<file path="src/common/vit_pkg.sv">
package vit_pkg;

  // Register byte offsets
  localparam logic [11:0] VIT_OFS_ENABLE = 12'h000;
  localparam logic [11:0] VIT_OFS_STATUS = 12'h004;
  localparam logic [11:0] VIT_OFS_SVC = 12'h008;

  // Maskable sources, status and enable bit positions (lowest priority first)
  localparam int VIT_NUM_IRQ = 10;
  localparam int VIT_BIT_EXT_A = 0;
  localparam int VIT_BIT_TEST = 1;
  localparam int VIT_BIT_EXT_B = 2;
  localparam int VIT_BIT_TIMER = 3;
  localparam int VIT_BIT_SB_IN = 4;
  localparam int VIT_BIT_SB_OUT = 5;
  localparam int VIT_BIT_SA_IN = 6;
  localparam int VIT_BIT_SA_OUT = 7;
  localparam int VIT_BIT_HOST_IN = 8;
  localparam int VIT_BIT_HOST_OUT = 9;

  // Status bits that software clears by writing 1
  localparam logic [9:0] VIT_W1C_MASK = 10'h00D;

  // Service state register fields
  localparam int VIT_SVC_ACK_BIT = 0;
  localparam int VIT_SVC_TRAP_BIT = 1;
  localparam int VIT_SVC_BUSY_BIT = 2;
  localparam int VIT_SVC_CODE_LSB = 4;

  // Reset values
  localparam logic [9:0] VIT_ENABLE_RST = 10'h000;
  localparam logic [9:0] VIT_STATUS_RST = 10'h000;
  localparam logic [3:0] VIT_CODE_NONE = 4'h0;

  // Trap vectors and codes
  localparam logic [15:0] VIT_VEC_USER_TRAP = 16'h0046;
  localparam logic [15:0] VIT_VEC_DEBUG_TRAP = 16'h0003;
  localparam logic [3:0] VIT_CODE_USER_TRAP = 4'h7;

  // Trap latency
  localparam int VIT_TRAP_LAT_CYC = 4;
  localparam logic [2:0] VIT_TRAP_CNT_LAST = 3'(VIT_TRAP_LAT_CYC - 1);

  typedef enum logic [2:0] {
    VIT_TRAP_IDLE = 3'b001,
    VIT_TRAP_WAIT = 3'b010,
    VIT_TRAP_ACTIVE = 3'b100
  } vit_trap_st_t;

  typedef enum logic [1:0] {
    VIT_SVC_IDLE = 2'b01,
    VIT_SVC_ACTIVE = 2'b10
  } vit_svc_st_t;

  // Request index 0 is the software interrupt, 1..10 the status bits
  function automatic logic [15:0] vit_vector(input logic [3:0] idx);
    case (idx)
      4'h0: vit_vector = 16'h0002;
      4'h1: vit_vector = 16'h0001;
      4'h2: vit_vector = 16'h0042;
      4'h3: vit_vector = 16'h0004;
      4'h4: vit_vector = 16'h0010;
      4'h5: vit_vector = 16'h0014;
      4'h6: vit_vector = 16'h0018;
      4'h7: vit_vector = 16'h002C;
      4'h8: vit_vector = 16'h0030;
      4'h9: vit_vector = 16'h0034;
      4'hA: vit_vector = 16'h0038;
      default: vit_vector = 16'h0000;
    endcase
  endfunction

  function automatic logic [3:0] vit_code(input logic [3:0] idx);
    case (idx)
      4'h0: vit_code = 4'h1;
      4'h1: vit_code = 4'h2;
      4'h2: vit_code = 4'h8;
      4'h3: vit_code = 4'h9;
      4'h4: vit_code = 4'hC;
      4'h5: vit_code = 4'hD;
      4'h6: vit_code = 4'hE;
      4'h7: vit_code = 4'h3;
      4'h8: vit_code = 4'h4;
      4'h9: vit_code = 4'h5;
      4'hA: vit_code = 4'h6;
      default: vit_code = 4'h0;
    endcase
  endfunction

endpackage

</file>
<file path="src/vit_arbiter.sv">
module vit_arbiter
  import vit_pkg::*;
(
  // Requests, higher index wins
  input wire logic [VIT_NUM_IRQ:0] req,
  // Winner
  output logic valid,
  output logic [3:0] idx
);

  always_comb begin
    valid = 1'b0;
    idx = 4'h0;
    for (int i = 0; i <= VIT_NUM_IRQ; i++) begin
      if (req[i]) begin
        valid = 1'b1;
        idx = 4'(i);
      end
    end
  end

endmodule

</file>
<file path="src/vit_top.sv">
// Notes on behaviour
// - Ten maskable sources, software interrupt, two traps
// - Software interrupt, traps: no mask, no flag
// - Service entry raises acknowledge, drives code
// - Interrupts taken after interruptible instruction only
// - Simultaneous pending interrupts served by priority
// - Routines, branches, loops, pointer decrements uninterruptible
// - Traps ignore interruptibility
// - Further traps ignored during trap service
// - Flag shows event regardless of enable
// - Disabled interrupt never serviced, flag stays
// - Enable bit one unmasks, zero masks
// - Interrupt taken only when none in service
// - Masked latched flag served once unmasked
// - Acknowledge high during service, low on return unless a user or debug trap fires in the same cycle
// - Debug traps leave acknowledge and code alone
// - Host flags cleared by data accesses
// - Serial flags clear one cycle after access
// - Test port flag cleared by data read
// - Write one clears pin and timer flags
// - Return clears served pin or timer flag
// - User trap 0x46, debug trap 0x3
// - Trap gains control after four cycles
// - Trap pin input at reset, forces trap
module vit_top
  import vit_pkg::*;
(
  // Clock and reset
  input wire logic pclk,
  input wire logic presetn,
  // APB slave
  input wire logic psel,
  input wire logic penable,
  input wire logic pwrite,
  input wire logic [11:0] paddr,
  input wire logic [31:0] pwdata,
  output logic [31:0] prdata,
  output logic pready,
  output logic pslverr,
  // Sequencer
  input wire logic instr_done,
  input wire logic instr_is_branch,
  input wire logic instr_is_cache_loop,
  input wire logic instr_is_ptr_dec_only,
  input wire logic return_issued,
  input wire logic sw_irq_req,
  input wire logic debug_trap_req,
  output logic take_valid,
  output logic [15:0] take_vector,
  // Interrupt events
  input wire logic external_irq_pin_a,
  input wire logic external_irq_pin_b,
  input wire logic timer_irq,
  input wire logic test_port_irq,
  input wire logic serial_a_input_full_irq,
  input wire logic serial_a_output_empty_irq,
  input wire logic serial_b_input_full_irq,
  input wire logic serial_b_output_empty_irq,
  input wire logic host_port_input_full_irq,
  input wire logic host_port_output_empty_irq,
  // Peripheral data accesses
  input wire logic host_in_data_read,
  input wire logic host_out_data_write,
  input wire logic serial_a_in_data_read,
  input wire logic serial_a_out_data_write,
  input wire logic serial_b_in_data_read,
  input wire logic serial_b_out_data_write,
  input wire logic test_port_data_read,
  // Trap pin
  input wire logic trap_pin_in,
  input wire logic trap_pin_drive,
  output logic trap_pin_out,
  output logic trap_pin_oe,
  // Service status pins
  output logic service_acknowledge_out,
  output logic [3:0] service_code_pins,
  output logic trap_active
);

  logic [9:0] enable_r;
  logic [9:0] status_r;
  logic [9:0] status_nxt;
  logic sw_pend_r;
  logic [3:0] ser_clr_dly_r;
  logic trap_pin_prev_r;
  logic [2:0] trap_cnt_r;
  logic trap_user_r;
  vit_trap_st_t trap_st_r;
  vit_svc_st_t svc_st_r;
  logic [3:0] svc_idx_r;
  logic take_is_irq_r;
  logic [3:0] take_idx_r;
  logic [31:0] prdata_r;
  logic pready_r;
  logic pslverr_r;
  logic ack_r;
  logic [3:0] code_r;
  logic take_valid_r;
  logic [15:0] take_vector_r;
  logic trap_oe_r;

  logic [9:0] events;
  logic [9:0] clr_access;
  logic [9:0] clr_return;
  logic [9:0] clr_w1c;
  logic apb_write;
  logic instr_ok;
  logic arb_valid;
  logic [3:0] arb_idx;
  logic trap_new;
  logic user_trap_req;
  logic trap_fire;
  logic irq_take;
  logic svc_return;
  logic trap_return;

  assign apb_write = psel & penable & pready_r & pwrite;

  assign events = {host_port_output_empty_irq, host_port_input_full_irq,
                   serial_a_output_empty_irq, serial_a_input_full_irq,
                   serial_b_output_empty_irq, serial_b_input_full_irq,
                   timer_irq, external_irq_pin_b, test_port_irq, external_irq_pin_a};

  // immediate access clears, delayed serial clears
  assign clr_access = {host_out_data_write, host_in_data_read,
                       ser_clr_dly_r, 2'b00, test_port_data_read, 1'b0};

  assign clr_w1c = (apb_write && paddr == VIT_OFS_STATUS) ? (pwdata[9:0] & VIT_W1C_MASK) : 10'h000;

  assign svc_return = return_issued & (svc_st_r == VIT_SVC_ACTIVE) & (trap_st_r != VIT_TRAP_ACTIVE);
  assign trap_return = return_issued & (trap_st_r == VIT_TRAP_ACTIVE);

  // return clears served pin or timer flag
  always_comb begin
    clr_return = 10'h000;
    if (svc_return && svc_idx_r != 4'h0) begin
      clr_return[svc_idx_r - 4'h1] = VIT_W1C_MASK[svc_idx_r - 4'h1];
    end
  end

  // Set wins over every clear
  assign status_nxt = (status_r & ~(clr_access | clr_w1c | clr_return)) | events;

  always_ff @(posedge pclk or negedge presetn) begin
    if (!presetn) begin
      status_r <= VIT_STATUS_RST;
    end else begin
      status_r <= status_nxt;
    end
  end

  always_ff @(posedge pclk or negedge presetn) begin
    if (!presetn) begin
      ser_clr_dly_r <= 4'h0;
    end else begin
      ser_clr_dly_r <= {serial_a_out_data_write, serial_a_in_data_read,
                        serial_b_out_data_write, serial_b_in_data_read};
    end
  end

  always_ff @(posedge pclk or negedge presetn) begin
    if (!presetn) begin
      enable_r <= VIT_ENABLE_RST;
    end else if (apb_write && paddr == VIT_OFS_ENABLE) begin
      enable_r <= pwdata[9:0];
    end
  end

  // APB: no wait state, response built in setup cycle
  always_ff @(posedge pclk or negedge presetn) begin
    if (!presetn) begin
      pready_r <= 1'b0;
      pslverr_r <= 1'b0;
      prdata_r <= 32'h0000_0000;
    end else begin
      pready_r <= psel & ~penable;
      if (psel && !penable) begin
        pslverr_r <= 1'b0;
        prdata_r <= 32'h0000_0000;
        if (paddr == VIT_OFS_ENABLE) begin
          prdata_r[9:0] <= enable_r;
        end else if (paddr == VIT_OFS_STATUS) begin
          prdata_r[9:0] <= status_r;
        end else if (paddr == VIT_OFS_SVC) begin
          prdata_r[VIT_SVC_ACK_BIT] <= ack_r;
          prdata_r[VIT_SVC_TRAP_BIT] <= (trap_st_r != VIT_TRAP_IDLE);
          prdata_r[VIT_SVC_BUSY_BIT] <= (svc_st_r == VIT_SVC_ACTIVE);
          prdata_r[VIT_SVC_CODE_LSB +: 4] <= code_r;
        end else begin
          pslverr_r <= 1'b1;
        end
      end else begin
        pslverr_r <= 1'b0;
      end
    end
  end

  // software interrupt pending, no flag, no mask
  always_ff @(posedge pclk or negedge presetn) begin
    if (!presetn) begin
      sw_pend_r <= 1'b0;
    end else if (sw_irq_req) begin
      sw_pend_r <= 1'b1;
    end else if (irq_take && arb_idx == 4'h0) begin
      sw_pend_r <= 1'b0;
    end
  end

  vit_arbiter u_arb (
    .req({status_r & enable_r, sw_pend_r}),
    .valid(arb_valid),
    .idx(arb_idx)
  );

  assign instr_ok = instr_done & ~instr_is_branch & ~instr_is_cache_loop & ~instr_is_ptr_dec_only &
                    (svc_st_r == VIT_SVC_IDLE);

  // only when idle and no trap in progress
  assign irq_take = instr_ok & arb_valid & (trap_st_r == VIT_TRAP_IDLE);

  // rising trap pin forces user trap
  assign user_trap_req = trap_pin_in & ~trap_pin_prev_r;
  assign trap_new = (user_trap_req | debug_trap_req) & (trap_st_r == VIT_TRAP_IDLE);
  assign trap_fire = (trap_st_r == VIT_TRAP_WAIT) && (trap_cnt_r == VIT_TRAP_CNT_LAST);

  always_ff @(posedge pclk or negedge presetn) begin
    if (!presetn) begin
      trap_pin_prev_r <= 1'b0;
    end else begin
      trap_pin_prev_r <= trap_pin_in;
    end
  end

  always_ff @(posedge pclk or negedge presetn) begin
    if (!presetn) begin
      trap_st_r <= VIT_TRAP_IDLE;
      trap_cnt_r <= 3'h0;
      trap_user_r <= 1'b0;
    end else begin
      case (trap_st_r)
        VIT_TRAP_IDLE: begin
          if (trap_new) begin
            trap_st_r <= VIT_TRAP_WAIT;
            trap_cnt_r <= 3'h0;
            trap_user_r <= user_trap_req;
          end
        end
        VIT_TRAP_WAIT: begin
          if (trap_fire) begin
            trap_st_r <= VIT_TRAP_ACTIVE;
          end else begin
            trap_cnt_r <= trap_cnt_r + 3'h1;
          end
        end
        VIT_TRAP_ACTIVE: begin
          if (return_issued) begin
            trap_st_r <= VIT_TRAP_IDLE;
          end
        end
        default: trap_st_r <= VIT_TRAP_IDLE;
      endcase
    end
  end

  // Interrupt service state; a user trap abandons the routine
  always_ff @(posedge pclk or negedge presetn) begin
    if (!presetn) begin
      svc_st_r <= VIT_SVC_IDLE;
      svc_idx_r <= 4'h0;
    end else begin
      case (svc_st_r)
        VIT_SVC_IDLE: begin
          if (irq_take) begin
            svc_st_r <= VIT_SVC_ACTIVE;
            svc_idx_r <= arb_idx;
          end
        end
        VIT_SVC_ACTIVE: begin
          if (svc_return || (trap_return && trap_user_r)) begin
            svc_st_r <= VIT_SVC_IDLE;
          end
        end
        default: svc_st_r <= VIT_SVC_IDLE;
      endcase
    end
  end

  always_ff @(posedge pclk or negedge presetn) begin
    if (!presetn) begin
      ack_r <= 1'b0;
      code_r <= VIT_CODE_NONE;
    end else if (trap_fire) begin
      if (trap_user_r) begin
        ack_r <= 1'b1;
        code_r <= VIT_CODE_USER_TRAP;
      end
    end else if (irq_take) begin
      ack_r <= 1'b1;
      code_r <= vit_code(arb_idx);
    end else if (svc_return || (trap_return && trap_user_r)) begin
      ack_r <= 1'b0;
      code_r <= VIT_CODE_NONE;
    end
  end

  always_ff @(posedge pclk or negedge presetn) begin
    if (!presetn) begin
      take_valid_r <= 1'b0;
      take_vector_r <= 16'h0000;
      take_is_irq_r <= 1'b0;
      take_idx_r <= 4'h0;
    end else begin
      take_valid_r <= trap_fire | irq_take;
      take_is_irq_r <= irq_take & ~trap_fire;
      take_idx_r <= arb_idx;
      if (trap_fire) begin
        take_vector_r <= trap_user_r ? VIT_VEC_USER_TRAP : VIT_VEC_DEBUG_TRAP;
      end else if (irq_take) begin
        take_vector_r <= vit_vector(arb_idx);
      end
    end
  end

  // pin stays input until told to drive
  always_ff @(posedge pclk or negedge presetn) begin
    if (!presetn) begin
      trap_oe_r <= 1'b0;
    end else begin
      trap_oe_r <= trap_pin_drive;
    end
  end

  assign prdata = prdata_r;
  assign pready = pready_r;
  assign pslverr = pslverr_r;
  assign take_valid = take_valid_r;
  assign take_vector = take_vector_r;
  assign trap_pin_out = trap_oe_r;
  assign trap_pin_oe = trap_oe_r;
  assign service_acknowledge_out = ack_r;
  assign service_code_pins = code_r;
  assign trap_active = (trap_st_r == VIT_TRAP_ACTIVE);

  property p_trap_latency;
    @(posedge pclk) disable iff (!presetn)
    (trap_st_r == VIT_TRAP_IDLE && trap_new) |-> ##5 (take_valid_r && !take_is_irq_r);
  endproperty
  a_trap_latency: assert property (p_trap_latency) else $error("trap not taken after four cycles");

  property p_irq_point;
    @(posedge pclk) disable iff (!presetn)
    (take_valid_r && take_is_irq_r) |-> $past(instr_ok);
  endproperty
  a_irq_point: assert property (p_irq_point) else $error("interrupt taken at a non-interruptible point");

  property p_irq_idle;
    @(posedge pclk) disable iff (!presetn)
    (take_valid_r && take_is_irq_r) |-> $past(svc_st_r) == VIT_SVC_IDLE;
  endproperty
  a_irq_idle: assert property (p_irq_idle) else $error("interrupt taken while another in service");

  property p_irq_code;
    @(posedge pclk) disable iff (!presetn)
    (take_valid_r && take_is_irq_r) |-> (ack_r && code_r == vit_code(take_idx_r) &&
                                          take_vector_r == vit_vector(take_idx_r));
  endproperty
  a_irq_code: assert property (p_irq_code) else $error("acknowledge or code wrong on entry");

  property p_masked;
    @(posedge pclk) disable iff (!presetn)
    (take_valid_r && take_is_irq_r && take_idx_r != 4'h0) |->
      |($past(enable_r) & (10'h001 << (take_idx_r - 4'h1)));
  endproperty
  a_masked: assert property (p_masked) else $error("masked interrupt serviced");

  property p_trap_ignored;
    @(posedge pclk) disable iff (!presetn)
    (trap_st_r == VIT_TRAP_ACTIVE && !return_issued) |=> trap_st_r == VIT_TRAP_ACTIVE;
  endproperty
  a_trap_ignored: assert property (p_trap_ignored) else $error("trap accepted during trap service");

  property p_debug_quiet;
    @(posedge pclk) disable iff (!presetn)
    (trap_fire && !trap_user_r) |=> ($stable(ack_r) && $stable(code_r));
  endproperty
  a_debug_quiet: assert property (p_debug_quiet) else $error("debug trap changed acknowledge pins");

  property p_ack_return;
    @(posedge pclk) disable iff (!presetn)
    (svc_return && !trap_fire) |=> (!ack_r && svc_st_r == VIT_SVC_IDLE);
  endproperty
  a_ack_return: assert property (p_ack_return) else $error("acknowledge still high after return");

  property p_w1c;
    @(posedge pclk) disable iff (!presetn)
    (apb_write && paddr == VIT_OFS_STATUS && pwdata[VIT_BIT_EXT_A] && !external_irq_pin_a) |=>
      !status_r[VIT_BIT_EXT_A];
  endproperty
  a_w1c: assert property (p_w1c) else $error("write one did not clear pin flag");

  property p_serial_delay;
    @(posedge pclk) disable iff (!presetn)
    (serial_a_in_data_read && !serial_a_input_full_irq && status_r[VIT_BIT_SA_IN]) ##1
      !serial_a_input_full_irq |-> status_r[VIT_BIT_SA_IN] ##1 !status_r[VIT_BIT_SA_IN];
  endproperty
  a_serial_delay: assert property (p_serial_delay) else $error("serial flag cleared at wrong cycle");

  property p_flag_set;
    @(posedge pclk) disable iff (!presetn)
    host_port_input_full_irq |=> status_r[VIT_BIT_HOST_IN];
  endproperty
  a_flag_set: assert property (p_flag_set) else $error("event did not set its flag");

  c_irq: cover property (@(posedge pclk) disable iff (!presetn) take_valid_r && take_is_irq_r);
  c_user_trap: cover property (@(posedge pclk) disable iff (!presetn) trap_fire && trap_user_r);
  c_debug_trap: cover property (@(posedge pclk) disable iff (!presetn) trap_fire && !trap_user_r);
  c_return: cover property (@(posedge pclk) disable iff (!presetn) svc_return);

endmodule

</file>
<file path="config.mk">
export PLATFORM = sky130hd
export DESIGN_NAME = vit_top
export DESIGN_NICKNAME = d
export VERILOG_FILES = /design/src/common/vit_pkg.sv /design/src/vit_arbiter.sv /design/src/vit_top.sv
export SDC_FILE = /design/constraint.sdc
export NUM_CORES = 1
export LEC_CHECK = 0
export ABC_AREA = 1
export ABC_CLOCK_PERIOD_IN_PS = 1800
export BUFFER_PORTS_ARGS = -buffer_cell sky130_fd_sc_hd__buf_2
export CAP_MARGIN = 20
export CORE_MARGIN = 10
export CORE_UTILIZATION = 44
export DETAILED_ROUTE_END_ITERATION = 6
export PLACE_DENSITY = 0.76
export SETUP_SLACK_MARGIN = 0.02
export SLEW_MARGIN = 25
export SYNTH_ARGS = -nofsm -noshare
export SYNTH_HDL_FRONTEND = slang
export SYNTH_SLANG_ARGS = --single-unit
</file>
<file path="constraint.sdc">
create_clock -name pclk -period 1.8 [get_ports pclk]
set_input_delay 0 -clock pclk [delete_from_list [all_inputs] [get_ports pclk]]
set_output_delay 0 -clock pclk [all_outputs]
set_load 0.02 [all_outputs]
</file>
* After elaboration in Yosys (flattened, before gate mapping)
Memories as Yosys holds them, arrays and structs flattened.
Cells that the tools add are included.
** Storage, ports and cells
- Input bits :: 75
- Logic and storage cells :: 154
- Output and inout port bits :: 59
- ROM bits :: 192
- Register bits after elaboration :: 74
- Memories kept :: 3
** Memory list
- (no name shown) :: depth 16, bits a word 7, rd ports 1, clocked after Yosys merged registers in 0, write ports 0, RTL line vit_pkg.sv:57 : case (idx)
- (no name shown) :: depth 16, bits a word 4, rd ports 1, clocked after Yosys merged registers in 0, write ports 0, RTL line vit_pkg.sv:74 : case (idx)
- (no name shown) :: depth 16, bits a word 1, rd ports 1, clocked after Yosys merged registers in 0, write ports 0, RTL line vit_top.sv:137 : clr_return[svc_idx_r - 4'h1] = VIT_W1C_MASK[svc_idx_r - 4'h1];
** Cells by class
- Add/sub/neg operators :: 2
- Bitwise logic cells :: 29
- $lt $le $gt $ge :: 2
- Multiplexer cells :: 60
- Equal/unequal tests :: 17
- Reductions and logical operators :: 23
** Operators with widths (number)
- $mux W4 :: 10
- $mux W3 :: 11
- $mux W16 :: 2
- $and A10 B10 Y10 :: 3
- $mux W1 :: 25
- $mux W10 :: 2
- $or A10 B10 Y10 :: 2
- $and A1 B1 Y1 :: 15
- $eq A12 B3 Y1 const B :: 1
- $eq A12 B4 Y1 const B :: 1
- $logic_not A12 Y1 :: 1
- $ne A2 B2 Y1 const B :: 6
- $mux W2 :: 5
- $not A10 Y10 :: 1
- $or A10 B4 Y10 :: 1
- $pmux W3 S3 :: 1
- $logic_and A1 B1 Y1 :: 8
- $reduce_and A2 Y1 :: 4
- $mux W7 :: 1
- $eq A3 B2 Y1 const B :: 2
- $pmux W3 S2 :: 1
- $reduce_and A3 Y1 :: 2
- $reduce_bool A2 Y1 :: 3
- $lt A4 B5 Y1 const B :: 1
- 19 further kinds :: 24

* Logic depth before layout (Yosys ltp)
- Depth after elaboration :: 16
- Depth in mapped cells :: 17
- Depth with buffers taken out :: 17

* Cells and area by module
From an unflattened synthesis, not the netlist that was laid out.
** Unflattened totals
- Cell total of the unflattened synthesis :: 485
- Area total of the unflattened synthesis :: 3606.0 µm²
** By module, submodules not included
- vit_top :: seq. area each 1629.1 µm², instances 1, area each 3488.3 µm², cells each 458
- vit_arbiter :: seq. area each 0.0 µm², instances 1, area each 117.6 µm², cells each 27

* Worst setup path after synthesis
No wires, ideal clock.
- Path type :: reg-to-reg
- Start :: reg enable_r[6]
- End :: reg code_r[1], in the netlist service_code_pins[1]
- Stages on the path, launching flop included :: 13
- Path buffers :: 0
- Data required time :: 1683 ps
- Period minus slack after synthesis :: 1785 ps
- Setup time :: 117 ps
- Path slack :: 15 ps
- Data arrival time :: 1668 ps
- Cells stage by stage :: dfrtp_1 > nand2_1 > nand2_2 > inv_1 > nand2_1 > a21oi_1 > inv_1 > ha_1 > or2_2 > nand2_1 > a21oi_1 > nor2_1 > nor2_1
** On the way
- Elaborated cells between the ends (all ways) :: 16
- Classes of those cells :: mux (10); bitwise (3); reduce/logical (2); memory (1)
** RTL lines
- start, declared :: RTL line vit_top.sv:80 : logic [9:0] enable_r;
- start signal, assigned :: RTL line vit_top.sv:165 : enable_r <= pwdata[9:0];
- $and A10 B10 Y10 :: RTL line vit_top.sv:210 : .req({status_r & enable_r, sw_pend_r}),
- $mux W3 :: RTL line vit_arbiter.sv:15 : if (req[i]) begin
- $mux W4 (3 in a row) :: RTL line vit_arbiter.sv:15
- net arb_idx[1] :: RTL line vit_top.sv:109 : logic [3:0] arb_idx;
- $mem_v2 Z16 W4
- $mux W4 :: RTL line vit_top.sv:297 : end else if (irq_take) begin
- $mux W4 :: RTL line vit_top.sv:292 : end else if (trap_fire) begin
- end signal, assigned :: RTL line vit_top.sv:299 : code_r <= vit_code(arb_idx);
- end, declared :: RTL line vit_top.sv:97 : logic [3:0] code_r;
The timed path passes the listed nets, and every way through them passes these cells.
A chain may end at the register's enable or synchronous reset.

* Worst setup path after layout
- Start :: reg enable_r[1]
- End :: reg code_r[1], in the netlist service_code_pins[1]
** On the way
- Longest elaborated chain between the ends :: 14
- Elaborated cells between the ends (all ways) :: 26
- Classes of those cells :: mux (20); bitwise (3); reduce/logical (2); memory (1)
** RTL lines (RTL line)
- $and A10 B10 Y10 * :: vit_top.sv:210
- parallel branches: the longest is 13 deep, another holds $mem_v2 Z16 W4
Every way passes the cells marked *.

==> results.ini <==
[worst_setup_path]
r2r_setup_slack_ns = 0.04
arrival_ns = 1.98
regToRegEndpoint = service_code_pins[1]$_DFFE_PN0P_
required_ns = 2.02
crit_top_cell = nand2_1
cp-end-kind = register
crit_chain = nand2_1, nand2_1, nand2_1, nand2_1, nand2_1, nand2_1, nand2_1, nand2_1, nand2_2, nand2_4, ha_4, or2_4, nand2_2, a21oi_1, nor2_1, nor2_1
critPathMaxFanout = 3
cp-start-kind = register
path_class = register to register
slowest_stage = dfrtp_1
worstRegToRegCells = 16
cpPeakStageDelay_ns = 0.38
r2r-start = enable_r[1]$_DFFE_PN0P_

[yosys]
synthArstFlopShare_pct = 100
synth_area_per_cell_um2 = 9.19
syn_area_mm2 = 0.00343
synthMuxAreaShare_pct = 3.28
synth_top_family_by_area = simple AND/OR/NAND/NOR gates
yosys_warnings = 0
synth.distinct_cells = 45
synth_edf_count = 0
synth_fa_ha_area_share_pct = 2.19
synth_cells = 373
synth-simple-area-share_pct = 21.8
synth_ff_type = dfrtp_1
synth_compound_area_share_pct = 11.9
synth_xor_area_share_pct = 0
synth-seq-cells = 65
seq_area_frac_synth_pct = 47.5

[timing]
whs_ns = 0.0152
finalSetupViolCount = 0
finalCritPeriodShare_pct = 97.7
setup_ws_ns = 0.0415
rsz0062_at_grt = true
fin_tns_setup_ns = 0
finalClockSkew_ns = 0.00863
drv_slew = 0
hold_viol = 0
finalCriticalPeriod_ns = 1.76
max_freq_mhz = 569

[global_route]
grt-ovfl-total = 0
grt_max_degree = 66
grt_usage_pct = 14.7
antenna_found_initial = 0
grt_pass1_vias = 2920
grt_pass1_wl_um = 13800

[hold_path]
min_path_type = primary input to register
hold_path_depth = 4
min_to = trap_st_r[2]$_DFFE_PN0P_
worstHoldStart = return_issued

[clock_network]
root_buffer = clkbuf_8
clk_pin_slew_worst_paths_ns = 0.06
htreeDepth = 3
clk_latency_ns = 0.33
clockBufferDepth = 2
cts_buffers = 9
cts.sinks = 65
cts_tree = built

[final_layout]
final_cells = 625
seqCellArea_mm2 = 0.00163
fin_nets = 600
final_cell_area_mm2 = 0.00460
fin_util_pct = 60.1
multi_input_area_mm2 = 0.00155
layout-drive-gt1-share_pct = 36.1
fillers = 646
diodes = 0
mostFrequentLayoutCell = buf_2
area_growth_pct = 34.0
layout_common_cells = buf_2 (80), nand2_1 (68), dfrtp_1 (63), inv_1 (33), dlygate4sd3_1 (32)

[floorplanning]
ios = 134
core_mm2 = 0.00765
die_h_um = 108
rows = 32
die_width_um = 108
die_area_mm2 = 0.0117
start_util_pct = 44.8

[route]
via_per_inst = 4.67
vias = 2921
detail_route.wl_per_cell_um = 14.4
drt_pass1_iterations = 4
drtIter0Drc = 101
ant_nets = 0
drt_wl_total_um = 9010
drc = 0

[pwr]
peakVddDrop_v = 0.000539
p_total_mw = 3.65
leakage_nw = 2.49
powerDensity_mw_per_mm2 = 795

[place]
hpwl_um = 6700
place_ws_ns = -0.0897
placed_cells = 570
port_buffers = 80
gp_congestion = 0.925
placed_cell_area_mm2 = 0.00397

[status]
status = complete, no violations

[flow_run]
maxCapViolCount = 0

cell type report:
class	instances	share of cell area, %
timing repair buffer	141	20.7
tap	102	2.78
clock buffer	15	3.40
multi-input combinational	255	33.8
inverter	47	3.89
sequential	65	35.4
Yosys cell counts (2+ instances only):
master | count | area (um^2)
nand2_1 | 75 | 282
dfrtp_1 | 63 | 1580
inv_1 | 38 | 143
buf_4 | 32 | 240
nor2_1 | 27 | 101
o21ai_0 | 22 | 110
nand3_1 | 12 | 60.1
o21bai_1 | 10 | 75.1
o211ai_1 | 9 | 67.6
inv_2 | 8 | 30.0
nand2_2 | 8 | 50.1
ha_1 | 6 | 75.1
mux2_4 | 6 | 90.1
a21oi_1 | 5 | 25.0
nand2_4 | 4 | 45.0
nor2_4 | 4 | 45.0
nor3_1 | 4 | 20.0
a221oi_1 | 3 | 26.3
nor2_2 | 3 | 18.8
clkbuf_1 | 2 | 7.51
dfstp_2 | 2 | 52.6
mux2_2 | 2 | 22.5
nand4_1 | 2 | 12.5
nor2_8 | 2 | 40.0
nor3_2 | 2 | 20.0
o22ai_1 | 2 | 12.5
or2_2 | 2 | 12.5
kinds of logic after synthesis:
kind of cell	after synthesis
adders and majority gates	6
buffers and inverters	83
and+or+nand+nor	149
muxes	8
other	1
DFF	65
AOI/OAI and AO/OA	61
per-layer routing:
| layer | track usage [%] | vias up | part of all wire, % | wire length (um) |
|---|---|---|---|---|
| met4 | 6.03 | 0 | 1.7 | 155 |
| met3 | 4.58 | 12 | 9.3 | 840 |
| li1 | - | 1435 | - | - |
| met1 | 16.9 | 1364 | 40 | 3600 |
| met5 | 0 | - | 0 | 0 |
| met2 | 25.0 | 110 | 49 | 4420 |
power breakdown:
group / internal [mW] / switching, mW
clock: 0.534 / 0.497
sequential: 1.63 / 0.115
combinational: 0.330 / 0.547
registers in the layout (all words and copies together) (netlist names), 2 cells and up:
signal,flops
trap_st_r,3
svc_st_r,2
ser_clr_dly_r,4
service_code_pins,4
enable_r,10
svc_idx_r,4
take_vector,7
trap_cnt_r,3
prdata,10
status_r,10
how the worst max path moves through the flow:
stage | to | cells past startpoint | startpoint
5_1_grt | service_code_pins[1]$_DFFE_PN0P_ | 16 | enable_r[1]$_DFFE_PN0P_
3_5_place_dp | service_code_pins[1]$_DFFE_PN0P_ | 17 | enable_r[0]$_DFFE_PN0P_
6_report | service_code_pins[1]$_DFFE_PN0P_ | 16 | enable_r[1]$_DFFE_PN0P_
2_1_floorplan | service_code_pins[1]$_DFFE_PN0P_ | 16 | enable_r[1]$_DFFE_PN0P_
3_3_place_gp | service_code_pins[1]$_DFFE_PN0P_ | 17 | enable_r[0]$_DFFE_PN0P_
4_1_cts | take_vector[6]$_DFFE_PN0P_ | 13 | status_r[0]$_DFF_PN0_
critical path, delay by kind of cell (launching register included):
kind / cells / cell delay, ns
simple gates: 14 / 1.05
compound gates: 1 / 0.04
flops: 1 / 0.38
fa+ha+maj: 1 / 0.16
what timing repair did:
| item | CTS | global route |
|---|---|---|
| setup endpoints to repair | 5 | 13 |
| hold buffers | 32 | 0 |
| buffers inserted | 5 | 3 |
| gates resized for setup | 7 | 21 |
| pin swaps | 8 | 9 |
| endpoints found under the hold margin | 94 | 0 |
No activity file was read; power rests on OpenSTA's default activity.
